**src/hw/ptirq_pkg.sv**
```systemverilog
// constants of the pressure threshold interrupt block
// assumes byte-wide register access and 24-bit pressure words
package ptirq_pkg;

  // register offsets
  localparam logic [7:0] IRQ_CFG_ADDR = 8'h0b;
  localparam logic [7:0] THS_LOW_ADDR = 8'h0c;
  localparam logic [7:0] THS_HIGH_ADDR = 8'h0d;

  // field positions in pressure_irq_config
  localparam int CFG_HIGH_EN_BIT = 0;
  localparam int CFG_LOW_EN_BIT = 1;
  localparam int CFG_LATCH_BIT = 2;
  localparam int CFG_DIFFERENTIAL_IRQ_ENABLE_BIT = 3;
  localparam int CFG_RESET_OUT_BIT = 4;
  localparam int CFG_OUT_MODE_BIT = 5;
  localparam int CFG_RESET_IRQ_BIT = 6;
  localparam int CFG_IRQ_MODE_BIT = 7;

  // reset values
  localparam logic [7:0] CFG_RESET = 8'h00;
  localparam logic [7:0] THS_BYTE_RESET = 8'h00;
  localparam logic [23:0] REF_RESET = 24'h000000;

  // top threshold bit is unused
  localparam logic [7:0] THS_HIGH_MASK = 8'h7f;

  // pressure counts per threshold count, as a shift
  localparam int PRESS_TO_THS_SHIFT = 8;

endpackage : ptirq_pkg

```
**src/hw/ptirq_compare.sv**
```systemverilog
// differential value and threshold comparison for one conversion
// assumes the caller registers the results on its own conversion strobe
`timescale 1ns/1ns
module ptirq_compare #(
  parameter int PW = 24,
  parameter int SHIFT = ptirq_pkg::PRESS_TO_THS_SHIFT
) (
  input wire logic [PW-1:0] measured_i,
  input wire logic [PW-1:0] reference_i,
  input wire logic [14:0] threshold_i,
  output logic [PW-1:0] differential_o,
  output logic above_o,
  output logic below_o
);

  logic signed [PW:0] diff_wide;
  logic signed [PW:0] ths_scaled;
  logic signed [PW:0] ths_neg;

  // measured minus reference, kept signed one bit wider
  assign diff_wide = $signed({1'b0, measured_i}) - $signed({1'b0, reference_i});
  assign differential_o = diff_wide[PW-1:0];

  // threshold brought to pressure counts
  assign ths_scaled = $signed((PW+1)'({threshold_i, {SHIFT{1'b0}}}));
  assign ths_neg = -ths_scaled;

  // both directions compared at once
  assign above_o = diff_wide > ths_scaled;
  assign below_o = diff_wide < ths_neg;

endmodule : ptirq_compare

```
**src/hw/ptirq_top.sv**
```systemverilog
// pressure threshold interrupt: config and threshold registers,
// self-reference capture and per-conversion threshold compare
// assumes one clock, a one-cycle conversion strobe with the measured
// pressure beside it, and a byte register port with one-cycle strobes
//
// Overview of operation
// - low enable: request when differential below threshold
// - high enable: request when differential above threshold
// - high enable bit resets to zero
// - active only with diff enable and an event enable
// - compare differential against threshold, both directions
// - threshold is 15 bits from two bytes
// - irq reference mode: capture reference, output unchanged
// - irq reference mode bit clears after one conversion
// - output zeroing mode: capture reference, output difference
`timescale 1ns/1ns
module ptirq_top #(
  parameter int PW = 24
) (
  input wire logic clock_i,
  input wire logic rst_n_i,
  input wire logic [7:0] reg_addr_i,
  input wire logic reg_wr_i,
  input wire logic reg_rd_i,
  input wire logic [7:0] reg_wdata_i,
  output logic [7:0] reg_rdata_o,
  input wire logic conv_done_i,
  input wire logic [PW-1:0] measured_i,
  output logic [PW-1:0] press_out_o,
  output logic [PW-1:0] differential_pressure_o,
  output logic press_valid_o,
  output logic irq_high_o,
  output logic irq_low_o,
  output logic irq_o
);

  ////////////////////////////////////////////////////////////////////////
  // register state

  logic high_event_irq_enable_r;
  logic low_event_irq_enable_r;
  logic latch_cfg_r;
  logic differential_irq_enable_r;
  logic self_reference_output_mode_r;
  logic self_reference_irq_mode_r;
  logic zero_active_r;
  logic [7:0] ths_low_r;
  logic [7:0] ths_high_r;
  logic [PW-1:0] reference_r;
  logic [PW-1:0] reference_nxt;
  logic [7:0] cfg_view;
  logic [7:0] rdata_nxt;
  logic out_mode_nxt;
  logic irq_mode_nxt;
  logic [PW-1:0] press_out_nxt;
  logic irq_high_nxt;
  logic irq_low_nxt;

  ////////////////////////////////////////////////////////////////////////
  // address decode

  logic wr_cfg;
  logic wr_ths_low;
  logic wr_ths_high;
  logic rst_out_req;
  logic rst_irq_req;

  assign wr_cfg = reg_wr_i && (reg_addr_i == ptirq_pkg::IRQ_CFG_ADDR);
  assign wr_ths_low = reg_wr_i && (reg_addr_i == ptirq_pkg::THS_LOW_ADDR);
  assign wr_ths_high = reg_wr_i && (reg_addr_i == ptirq_pkg::THS_HIGH_ADDR);
  assign rst_out_req = wr_cfg && reg_wdata_i[ptirq_pkg::CFG_RESET_OUT_BIT];
  assign rst_irq_req = wr_cfg && reg_wdata_i[ptirq_pkg::CFG_RESET_IRQ_BIT];

  ////////////////////////////////////////////////////////////////////////
  // threshold and compare

  logic [14:0] pressure_threshold;
  logic [PW-1:0] differential_pressure;
  logic above;
  logic below;
  logic capture;
  logic function_active;

  assign pressure_threshold = {ths_high_r[6:0], ths_low_r};
  assign capture = conv_done_i && (self_reference_output_mode_r || self_reference_irq_mode_r);
  // reference taken this conversion is used at once, differential zero
  assign reference_nxt = capture ? measured_i : reference_r;
  assign function_active = differential_irq_enable_r
    && (high_event_irq_enable_r || low_event_irq_enable_r);

  ptirq_compare #(
    .PW(PW),
    .SHIFT(ptirq_pkg::PRESS_TO_THS_SHIFT)
  ) u_compare (
    .measured_i(measured_i),
    .reference_i(reference_nxt),
    .threshold_i(pressure_threshold),
    .differential_o(differential_pressure),
    .above_o(above),
    .below_o(below)
  );

  ////////////////////////////////////////////////////////////////////////
  // configuration register; a software set wins over the self-clear

  always_ff @(posedge clock_i or negedge rst_n_i) begin
    if (!rst_n_i) begin
      high_event_irq_enable_r <= 1'b0;
      low_event_irq_enable_r <= 1'b0;
      latch_cfg_r <= 1'b0;
      differential_irq_enable_r <= 1'b0;
    end else if (wr_cfg) begin
      high_event_irq_enable_r <= reg_wdata_i[ptirq_pkg::CFG_HIGH_EN_BIT];
      low_event_irq_enable_r <= reg_wdata_i[ptirq_pkg::CFG_LOW_EN_BIT];
      latch_cfg_r <= reg_wdata_i[ptirq_pkg::CFG_LATCH_BIT];
      differential_irq_enable_r <= reg_wdata_i[ptirq_pkg::CFG_DIFFERENTIAL_IRQ_ENABLE_BIT];
    end
  end

  // self-reference mode bits clear after the capturing conversion;
  // a write in the same cycle wins so software can re-arm at once
  assign out_mode_nxt = wr_cfg ? reg_wdata_i[ptirq_pkg::CFG_OUT_MODE_BIT]
    : (self_reference_output_mode_r && !conv_done_i);
  assign irq_mode_nxt = wr_cfg ? reg_wdata_i[ptirq_pkg::CFG_IRQ_MODE_BIT]
    : (self_reference_irq_mode_r && !conv_done_i);

  // mode bit registers
  always_ff @(posedge clock_i or negedge rst_n_i) begin
    if (!rst_n_i) begin
      self_reference_output_mode_r <= 1'b0;
      self_reference_irq_mode_r <= 1'b0;
    end else begin
      self_reference_output_mode_r <= out_mode_nxt;
      self_reference_irq_mode_r <= irq_mode_nxt;
    end
  end

  // threshold bytes
  always_ff @(posedge clock_i or negedge rst_n_i) begin
    if (!rst_n_i) begin
      ths_low_r <= ptirq_pkg::THS_BYTE_RESET;
      ths_high_r <= ptirq_pkg::THS_BYTE_RESET;
    end else begin
      if (wr_ths_low) ths_low_r <= reg_wdata_i;
      if (wr_ths_high) ths_high_r <= reg_wdata_i & ptirq_pkg::THS_HIGH_MASK;
    end
  end

  ////////////////////////////////////////////////////////////////////////
  // reference and output-zeroing state; a capture wins over a reset

  always_ff @(posedge clock_i or negedge rst_n_i) begin
    if (!rst_n_i) begin
      reference_r <= ptirq_pkg::REF_RESET;
      zero_active_r <= 1'b0;
    end else if (capture) begin
      reference_r <= measured_i;
      zero_active_r <= zero_active_r || self_reference_output_mode_r;
    end else if (rst_out_req) begin
      reference_r <= ptirq_pkg::REF_RESET;
      zero_active_r <= 1'b0;
    end else if (rst_irq_req && !zero_active_r) begin
      reference_r <= ptirq_pkg::REF_RESET;
    end
  end

  ////////////////////////////////////////////////////////////////////////
  // per-conversion outputs and interrupt requests

  // zeroing mode reports the difference, else the raw value; the mode bit
  // counts too so the capturing conversion already reports zero
  assign press_out_nxt = (zero_active_r || self_reference_output_mode_r)
    ? differential_pressure : measured_i;
  // each direction gated by its own event enable
  assign irq_high_nxt = high_event_irq_enable_r && above;
  assign irq_low_nxt = low_event_irq_enable_r && below;

  // output registers, loaded on each conversion
  always_ff @(posedge clock_i or negedge rst_n_i) begin
    if (!rst_n_i) begin
      press_out_o <= '0;
      differential_pressure_o <= '0;
      press_valid_o <= 1'b0;
    end else begin
      press_valid_o <= conv_done_i;
      if (conv_done_i) begin
        differential_pressure_o <= differential_pressure;
        press_out_o <= press_out_nxt;
      end
    end
  end

  // requests follow each conversion, drop at once when disabled
  always_ff @(posedge clock_i or negedge rst_n_i) begin
    if (!rst_n_i) begin
      irq_high_o <= 1'b0;
      irq_low_o <= 1'b0;
    end else if (!function_active) begin
      irq_high_o <= 1'b0;
      irq_low_o <= 1'b0;
    end else if (conv_done_i) begin
      irq_high_o <= irq_high_nxt;
      irq_low_o <= irq_low_nxt;
    end
  end

  assign irq_o = irq_high_o || irq_low_o;

  ////////////////////////////////////////////////////////////////////////
  // read port; reset strobes read as zero, unmapped reads zero

  assign cfg_view = {self_reference_irq_mode_r, 1'b0, self_reference_output_mode_r, 1'b0,
    differential_irq_enable_r, latch_cfg_r, low_event_irq_enable_r, high_event_irq_enable_r};
  assign rdata_nxt = (reg_addr_i == ptirq_pkg::IRQ_CFG_ADDR) ? cfg_view
    : (reg_addr_i == ptirq_pkg::THS_LOW_ADDR) ? ths_low_r
    : (reg_addr_i == ptirq_pkg::THS_HIGH_ADDR) ? ths_high_r
    : 8'h00;

  always_ff @(posedge clock_i or negedge rst_n_i) begin
    if (!rst_n_i) begin
      reg_rdata_o <= 8'h00;
    end else if (reg_rd_i) begin
      reg_rdata_o <= rdata_nxt;
    end
  end

endmodule : ptirq_top

```
**config.mk**
```make
export PLATFORM = sky130hd
export DESIGN_NAME = ptirq_top
export DESIGN_NICKNAME = d
export VERILOG_FILES = /design/src/hw/ptirq_pkg.sv /design/src/hw/ptirq_compare.sv /design/src/hw/ptirq_top.sv
export SDC_FILE = /design/constraint.sdc
export NUM_CORES = 1
export LEC_CHECK = 0
export BUFFER_PORTS_ARGS = -buffer_cell sky130_fd_sc_hd__buf_2
export CORE_MARGIN = 10
export CORE_UTILIZATION = 40
export CTS_BUF_LIST = sky130_fd_sc_hd__clkbuf_2 sky130_fd_sc_hd__clkbuf_4 sky130_fd_sc_hd__clkbuf_8
export CTS_CLUSTER_DIAMETER = 150
export DETAILED_ROUTE_END_ITERATION = 7
export GPL_TIMING_DRIVEN = 0
export PLACE_DENSITY = 0.71
export SKIP_CTS_REPAIR_TIMING = 1
export SYNTH_ARGS = -nofsm -noshare
export SYNTH_HDL_FRONTEND = slang
export SYNTH_SLANG_ARGS = --single-unit
```
**constraint.sdc**
```tcl
create_clock -name clock_i -period 5.9 [get_ports clock_i]
set_clock_uncertainty 0.2 [all_clocks]
set_input_delay 0.885 -clock clock_i [delete_from_list [all_inputs] [get_ports clock_i]]
set_output_delay 0.885 -clock clock_i [all_outputs]
set_load 0.01 [all_outputs]
```
==> metrics.txt, run 1 <==
Slew @ Worst Pin=1074 ps; top_reg_cell synth=dfrtp_1; mapped cell area=6550 sq um; largest area contributor in the netlist=dfrtp_1; Critical Path Sink=irq_high_o; max-cap viol count=0; Vias=5,554; Critical Path Max Stage Delay=550 ps; DR WL met3=1121 um; Yosys Warn Count=0; gr ovfl total=0; Worst path slowest cell=or4_4; Final min period=5749 ps; Max-slew headroom=28.24%; Clock Latency Late Sink=400 ps; crit path capture type=flop; CTS sink count=105; post-synth cell types=57; nets=893; FF-to-FF setup slack=270 ps; Max Slew Vio Count=0; final hold vios=0; Synth area leaders=dfrtp_1, ha_1, mux2i_1; fmax=173.9 MHz; vias per cell=5.461; Top Metal Used=met4; register area=2628 sq um; CP startpoint=conv_done_i; multi-input logic area=3844 sq um; reg2reg start=self_reference_output_mode_r; crit-path most repeated cell=or4_4; Avg WL per Cell=18.31 um; Metal-1 WL=8547 um; Syn Inst Count=672; cts bufs inserted=9; Synth top area share=40.11%; Longest Clk Path Bufs=2; reg2reg end=irq_high_o; Syn-to-layout area delta=18.74%; CTS root buf=clkbuf_8; Power Dens Cells=227.9 nW/um^2; Port Buffers=102; routed wl met2=8721 um; worst r2r path cells=23; initial core utilization=41.08%; # rows=46; critical path class=in -> reg; hold crit path type=in -> async; syn_nets=769; Async SR Flop Fraction=100.0%; most common cell after layout, fill and taps aside=dfrtp_1; mean area per synthesized cell=9.747 sq um; setup TNS=0 ps; crit path max fanout=10; I/O Pins=105; FILL cells=1,520; initial antenna violation count=1; post-synthesis sequential area ratio=40.11%; Data required, critical path=5990 ps; 1st-iter DRT viols=320; Yosys reg bits=105; Post-route DRC=0; status=finished clean; Worst setup SP type=primary input; layout cells sized above 1=24.38%; final setup violation count=0; CORE AREA=15,940 sq um; gpl congestion=0.8976; Lkg Pwr=3.713 nW; DIE AREA=21,890 sq um; Tot GR Track Use=16.89%; first-pass GRT wire length=29,720 um; die height=148.0 um; worst path cell trace=clkbuf_4, o21ai_2, buf_4, buf_8, o21ai_0, ha_2, inv_1, fa_2, a211oi_2, o21bai_2, a211oi_4, o31ai_4, or3_1, a21oi_2, xnor2_2, ha_1, nand3_1, or4_4, or4_4, nor3_4, nand3_2, o22ai_2, o31ai_1; Post-DP HPWL=14,130 um; CTS H-tree depth=3; Critical Path AT=5840 ps; total routed wirelength=18,620 um; worst hold slack=277.1 ps; vias in the first global route=5,481; Reg clk slew, reported paths=100 ps; final period utilization=97.44%; most frequent cells in the layout=dfrtp_1, buf_2, a21oi_1, nor2_1, ha_1; Worst VDD drop=0.1162 mV; antenna violation net count after detailed routing=0; Die W=148.0 um; drt pass-1 iters=8; CTS tree=done; largest net degree at the start of global routing=65; Post-synth EDFFs=0; worst slack at placement=-1323 ps; final worst slack=151.2 ps
-- worst max-delay path: cells and delay by family --
| family | cells | cell delay [ps] |
|---|---|---|
| xor gates and xnor gates | 1 | 140 |
| and+or+nand+nor | 6 | 1820 |
| adders and majority gates | 3 | 910 |
| AOI/OAI and AO/OA | 9 | 1540 |
| buffers and inverters | 4 | 520 |
-- flip-flops by register name (all words and copies together), names as in the netlist, 7 cells and up --
| signal | flops |
|---|---|
| press_out_o | 24 |
| differential_pressure_o | 24 |
| reg_rdata_o | 8 |
| reference_r | 24 |
| ths_low_r | 8 |
| ths_high_r | 7 |
-- per-layer routing --
layer	up-vias	track usage, %
li1	2687	-
met1	2707	21.88
met2	147	27.15
met3	13	4.548
met4	0	4.460
met5	-	0
-- report_power, final --
group / switching, mW / internal, mW
clock: 0.255 / 0.171
combinational: 0.305 / 0.216
sequential: 0.0395 / 0.785
-- cell families after synthesis --
family                     after synthesis  synth area share, %
AOI/OAI and AO/OA                      182                17.78
and+or+nand+nor                        161                11.46
buffers and inverters                   60                3.458
muxes                                   74                11.92
DFF                                    105                40.11
adders and majority gates               56                10.72
xor gates and xnor gates                34                4.546
-- synth_stat cells, drive strengths merged (5+ instances only) --
cell type	n
a22o	23
and3	6
inv	32
o21bai	5
a211oi	6
buf	7
nor4	6
nand2	45
xor2	9
nor2	56
nand3	11
a21oi	58
o21ai	48
mux2	32
mux2i	42
nor3	11
clkbuf	21
dfrtp	105
xnor2	25
o21a	6
ha	51
a22oi	6
-- worst min path at each step --
stage	start	to	slack, ps
floorplan	reference_r[0]	reference_r[0]	250
global placement	reference_r[0]	reference_r[0]	260
detailed placement	reference_r[0]	reference_r[0]	280
CTS	rst_n_i	reference_r[15]	290
global route	rst_n_i	differential_pressure_o[12]	310
finish	rst_n_i	differential_pressure_o[12]	280
-- through the flow --
stage	util, %	instances	total power [mW]	cell area [sq um]
floorplan	-	672	1.136	6551
global placement	45.99	990	1.315	7332
detailed placement	46.18	991	1.327	7362
CTS	47.25	1006	1.750	7532
global route	48.77	1016	1.878	7775
finish	48.78	1017	1.772	7777
-- final cells by class --
type	count	share of cell area (%)
Tap cell	216	3.475
Multi-Input combinational cell	507	49.42
Clock buffer	12	1.963
Sequential cell	105	33.78
Buffer	28	1.609
Timing Repair Buffer	113	7.947
Inverter	32	1.544
Clock inverter	3	0.2252
Antenna cell	1	0.03218
Power figures use the tool's default switching activity.
==> run 2, diff against run 1 <==
--- a/config.mk
+++ b/config.mk
@@ -6,12 +6,12 @@
 export NUM_CORES = 1
 export LEC_CHECK = 0
 export BUFFER_PORTS_ARGS = -buffer_cell sky130_fd_sc_hd__buf_2
+export CORE_ASPECT_RATIO = 0.8
 export CORE_MARGIN = 10
 export CORE_UTILIZATION = 40
 export CTS_BUF_LIST = sky130_fd_sc_hd__clkbuf_2 sky130_fd_sc_hd__clkbuf_4 sky130_fd_sc_hd__clkbuf_8
 export CTS_CLUSTER_DIAMETER = 150
 export DETAILED_ROUTE_END_ITERATION = 7
-export GPL_TIMING_DRIVEN = 0
 export PLACE_DENSITY = 0.71
 export SKIP_CTS_REPAIR_TIMING = 1
 export SYNTH_ARGS = -nofsm -noshare
==> metrics.txt, run 2 (synthesized netlist as in run 1, its figures left out) <==
worst path cell trace=o21ai_2, nand2_1, o21ai_0, ha_1, inv_1, fa_1, a211oi_1, o21bai_1, a211oi_1, buf_4, nor2_1, buf_4, xnor2_1, inv_1, ha_1, o2111ai_1, nand2_1, a2111oi_0, o21bai_1, maj3_2, maj3_2, maj3_2, o21ai_2; Data required, critical path=6020 ps; layout cells sized above 1=24.02%; total routed wirelength=17,720 um; status=finished clean; # diodes=0; drt pass-1 iters=4; Post-route DRC=0; CTS tree=done; CTS sink count=105; Die W=163.1 um; largest net degree at the start of global routing=79; vias in the first global route=5,401; Critical Path AT=5620 ps; I/O Pins=105; routed wl met2=7568 um; vias per cell=5.344; Worst path slowest cell=dfrtp_1; Clock Latency Late Sink=390 ps; Vias=5,376; Power Dens Cells=234.9 nW/um^2; Post-DP HPWL=13,770 um; Largest delay share family, worst path=compound AO/OA/AOI/OAI gates; final period utilization=93.07%; most frequent cells in the layout=dfrtp_1, buf_2, a21oi_1, nor2_1, ha_1; final setup violation count=0; first-pass GRT wire length=29,170 um; Slew @ Worst Pin=1045 ps; setup TNS=0 ps; crit path max fanout=7; Syn-to-layout area delta=16.98%; Critical Path Max Stage Delay=460 ps; Worst VDD drop=0.1944 mV; final core occ=48.18%; Worst setup SP type=flop; worst path buffer plus inverter count=4; CTS root buf=clkbuf_8; fmax=182.1 MHz; critical path class=reg -> reg; biggest regs=differential_pressure_o x24, press_out_o x24, reference_r x24; CTS H-tree depth=3; hold crit path type=reg -> reg; crit path capture type=flop; Tot GR Track Use=16.48%; CORE AREA=15,900 sq um; cts bufs inserted=9; gr ovfl total=0; Final min period=5491 ps; final hold vios=0; FILL cells=1,507; DR WL met3=1205 um; nets=884; Avg WL per Cell=17.61 um; max-cap viol count=0; crit-path most repeated cell=maj3_2; Max Slew Vio Count=0; Metal-1 WL=8709 um; initial core utilization=41.19%; gpl congestion=0.9186; antenna violation net count after detailed routing=0; Top Metal Used=met4; # rows=41; Longest Clk Path Bufs=2; 1st-iter DRT viols=425; Lkg Pwr=3.734 nW; Max-slew headroom=30.16%; Port Buffers=104; RSZ-0062 raised after global routing=false; DIE AREA=21,930 sq um; die height=134.5 um; most common cell after layout, fill and taps aside=dfrtp_1; initial antenna violation count=0; Reg clk slew, reported paths=90 ps
## run 2: cell types whose count changed in the layout (fill, tap and decap cells not counted), moves of 3 or more
| cell | change |
|---|---|
| clkbuf_1 | -20 |
| buf_4 | +17 |
| buf_1 | -4 |
| a211oi_1 | +3 |
| xnor2_1 | +3 |
| xnor2_2 | -3 |
## run 2: area by class of cell
cell class / instances / area (sq um) / share of cell area (%)
clock buffer: 13 / 166.4 / 2.172
clock inverter: 2 / 37.54 / 0.4899
inverter: 32 / 120.1 / 1.568
multi-input combinational: 507 / 3709 / 48.40
sequential: 105 / 2628 / 34.29
tap: 215 / 269.0 / 3.511
timing repair buffer: 132 / 733.2 / 9.569
## run 2: final timing paths
kind / start / to / slack (ps) / cells past startpoint
hold reg to reg: differential_pressure_o[22] / differential_pressure_o[22] / 310 / 1
max in group asynchronous: rst_n_i / differential_pressure_o[20] / 4030 / 2
setup reg to reg: self_reference_output_mode_r / irq_low_o / 410 / 23
min in group asynchronous: rst_n_i / reg_rdata_o[2] / 320 / 1
setup / recovery: self_reference_output_mode_r / irq_low_o / 410 / 23
hold / removal: differential_pressure_o[22] / differential_pressure_o[22] / 310 / 1
## run 2: metrics by stage
stage | area (sq um) | total power [mW] | hold slack [ps] | setup slack (ps) | instances
final | 7662 | 1.800 | 306.4 | 408.6 | 1006
after floorplan | 6551 | 1.136 | 249.7 | 80.49 | 672
after global placement | 7458 | 1.338 | 269.1 | 207.4 | 991
after global routing | 7662 | 1.912 | 324.3 | 30.31 | 1006
after detailed placement | 7458 | 1.345 | 282.5 | 147.7 | 991
after CTS | 7662 | 1.818 | 311.0 | 432.5 | 1006
## run 2: power breakdown
group,internal (mW),leakage (nW),switching (mW)
Combinational,0.218,2.34,0.284
Clock,0.227,0.103,0.243
Sequential,0.785,1.29,0.0426
## run 2: routing by layer
metal	GRT usage (%)	vias up
li1	-	2673
met1	23.34	2532
met2	24.42	153
met3	3.979	18
met4	4.450	0
met5	0	-
==> run 3, diff against run 2 <==
--- a/config.mk
+++ b/config.mk
@@ -5,6 +5,7 @@
 export SDC_FILE = /design/constraint.sdc
 export NUM_CORES = 1
 export LEC_CHECK = 0
+export ABC_AREA = 1
 export BUFFER_PORTS_ARGS = -buffer_cell sky130_fd_sc_hd__buf_2
 export CORE_ASPECT_RATIO = 0.8
 export CORE_MARGIN = 10
==> metrics.txt, run 3 <==
status=finished clean; Yosys Warn Count=0; mean area per synthesized cell=7.349 sq um; CTS tree=done; 1st-iter DRT viols=580; final period utilization=85.40%; synth cell count leaders=nand2_1, inv_1, dfrtp_1, a21oi_1, o21ai_0; Clock Latency Late Sink=420 ps; Post-DP HPWL=16,130 um; Avg WL per Cell=15.96 um; gpl congestion=0.9628; largest net degree at the start of global routing=84; crit path capture type=flop; Worst VDD drop=0.1117 mV; initial core utilization=40.55%; Synth area leaders=dfrtp_1, nand2_1, ha_1; Worst setup SP type=primary input; syn_nets=1,047; Design Area, Final=7976 sq um; cts bufs inserted=9; Port Buffers=104; layout cells sized above 1=15.61%; Reg clk slew, reported paths=110 ps; hold crit path type=in -> async; Largest delay share family, worst path=simple AND/OR/NAND/NOR gates; die height=138.2 um; Post-synth EDFFs=0; Final min period=5038 ps; Worst path slowest cell=ha_1; CORE AREA=17,220 sq um; Synth top area share=37.63%; max-cap viol count=0; CTS root buf=clkbuf_8; top-count cell post-synth=nand2_1; Syn Inst Count=950; I/O Pins=105; antenna violation net count after detailed routing=0; DIE AREA=23,170 sq um; top_reg_cell synth=dfrtp_1; crit-path most repeated cell=nand2_1; worst hold slack=283.1 ps; RSZ-0062 raised after global routing=false; Lkg Pwr=4.434 nW; Yosys reg bits=105; CTS sink count=105; Syn-to-layout area delta=14.25%; Slew @ Worst Pin=834.9 ps; Die W=167.7 um; Max Slew Vio Count=0; Critical Path Max Stage Delay=340 ps; drt pass-1 iters=5; first-pass GRT wire length=33,660 um; Placed Area=7780 sq um; Critical Path AT=5160 ps; largest area contributor in the netlist=dfrtp_1; # diodes=0; Max-slew headroom=44.34%; Power Dens Cells=267.9 nW/um^2; Data required, critical path=6020 ps; final worst slack=861.5 ps; final setup violation count=0; post-synthesis sequential area ratio=37.63%; gr ovfl total=0; setup TNS=0 ps; mapped cell area=6982 sq um; total routed wirelength=20,470 um; Tot GR Track Use=17.85%; CTS H-tree depth=3; initial antenna violation count=1; biggest regs=differential_pressure_o x24, press_out_o x24, reference_r x24; post-synth cell types=45; critical path class=in -> reg; total power=2.137 mW; Longest Clk Path Bufs=2; worst path buffer plus inverter count=7; most common cell after layout, fill and taps aside=nand2_1; # rows=43; final hold vios=0; Vias=6,339; vias per cell=4.945; fmax=198.5 MHz; most frequent cells in the layout=nand2_1, inv_1, dfrtp_1, buf_2, a21oi_1; worst slack at placement=535.9 ps; nets=1,149; Post-route DRC=0; Async SR Flop Fraction=100.0%; crit path max fanout=14; vias in the first global route=6,173
-- run 3: changes by cell type after synthesis, moves of 10 or more --
cell     change
nand2_2     +10
mux2_2      -32
xor2_1      +14
a22o_1      -23
nand2_1    +197
inv_1      +129
xnor2_1     -17
a21oi_1     +37
mux2i_1     -40
nand3_1     +17
o21ai_0     +18
-- run 3: power by group --
group          internal, mW  total [mW]  switching, mW
Combinational         0.287       0.798          0.511
Clock                 0.166       0.462          0.297
Sequential            0.818       0.876         0.0579
Total                  1.27        2.14          0.865
-- run 3: kinds of logic after synthesis --
logic type | after synthesis | synth area share (%)
adder cells (fa/ha/maj) | 52 | 9.427
buffers and inverters | 187 | 10.13
multiplexers | 2 | 0.2867
AO/OA/AOI/OAI | 192 | 15.30
flip-flops | 105 | 37.63
XOR/XNOR | 32 | 4.122
AND/OR/NAND/NOR | 380 | 23.10
-- run 3: final cells by class --
cell class,instances,area [sq um]
well taps,225,281.5
fillers,1757,9240
repair buffers,116,613.1
clock inverters,7,72.57
inverters,162,608.1
flip-flops and latches,105,2628
multi-input cells,658,3650
clock buffers,9,123.9
-- run 3: metal layers --
metal	track usage, %	share of wire, %	routed length [um]	up-vias
met5	0	0.034	7	-
met4	4.575	1.3	258	2
met3	4.731	8.0	1640	22
met2	24.89	40	8277	203
met1	26.43	50	10280	2864
li1	-	-	-	3248
-- run 3: through the flow --
step,cells,utilization [%]
detailed placement,1266,45.19
floorplan,950,-
global placement,1266,45.19
finish,1282,46.33
global route,1282,46.33
CTS,1282,46.33
-- run 3: final timing paths --
path | endpoint | slack [ps] | cells after the start | startpoint
hold / removal | reg_rdata_o[3] | 280 | 1 | rst_n_i
setup / recovery | irq_high_o | 860 | 29 | conv_done_i
max in group asynchronous | reference_r[11] | 4060 | 2 | rst_n_i
hold reg to reg | reg_rdata_o[7] | 280 | 1 | reg_rdata_o[7]
min in group clock_i | reg_rdata_o[7] | 280 | 1 | reg_rdata_o[7]
setup reg to reg | irq_high_o | 940 | 28 | self_reference_irq_mode_r
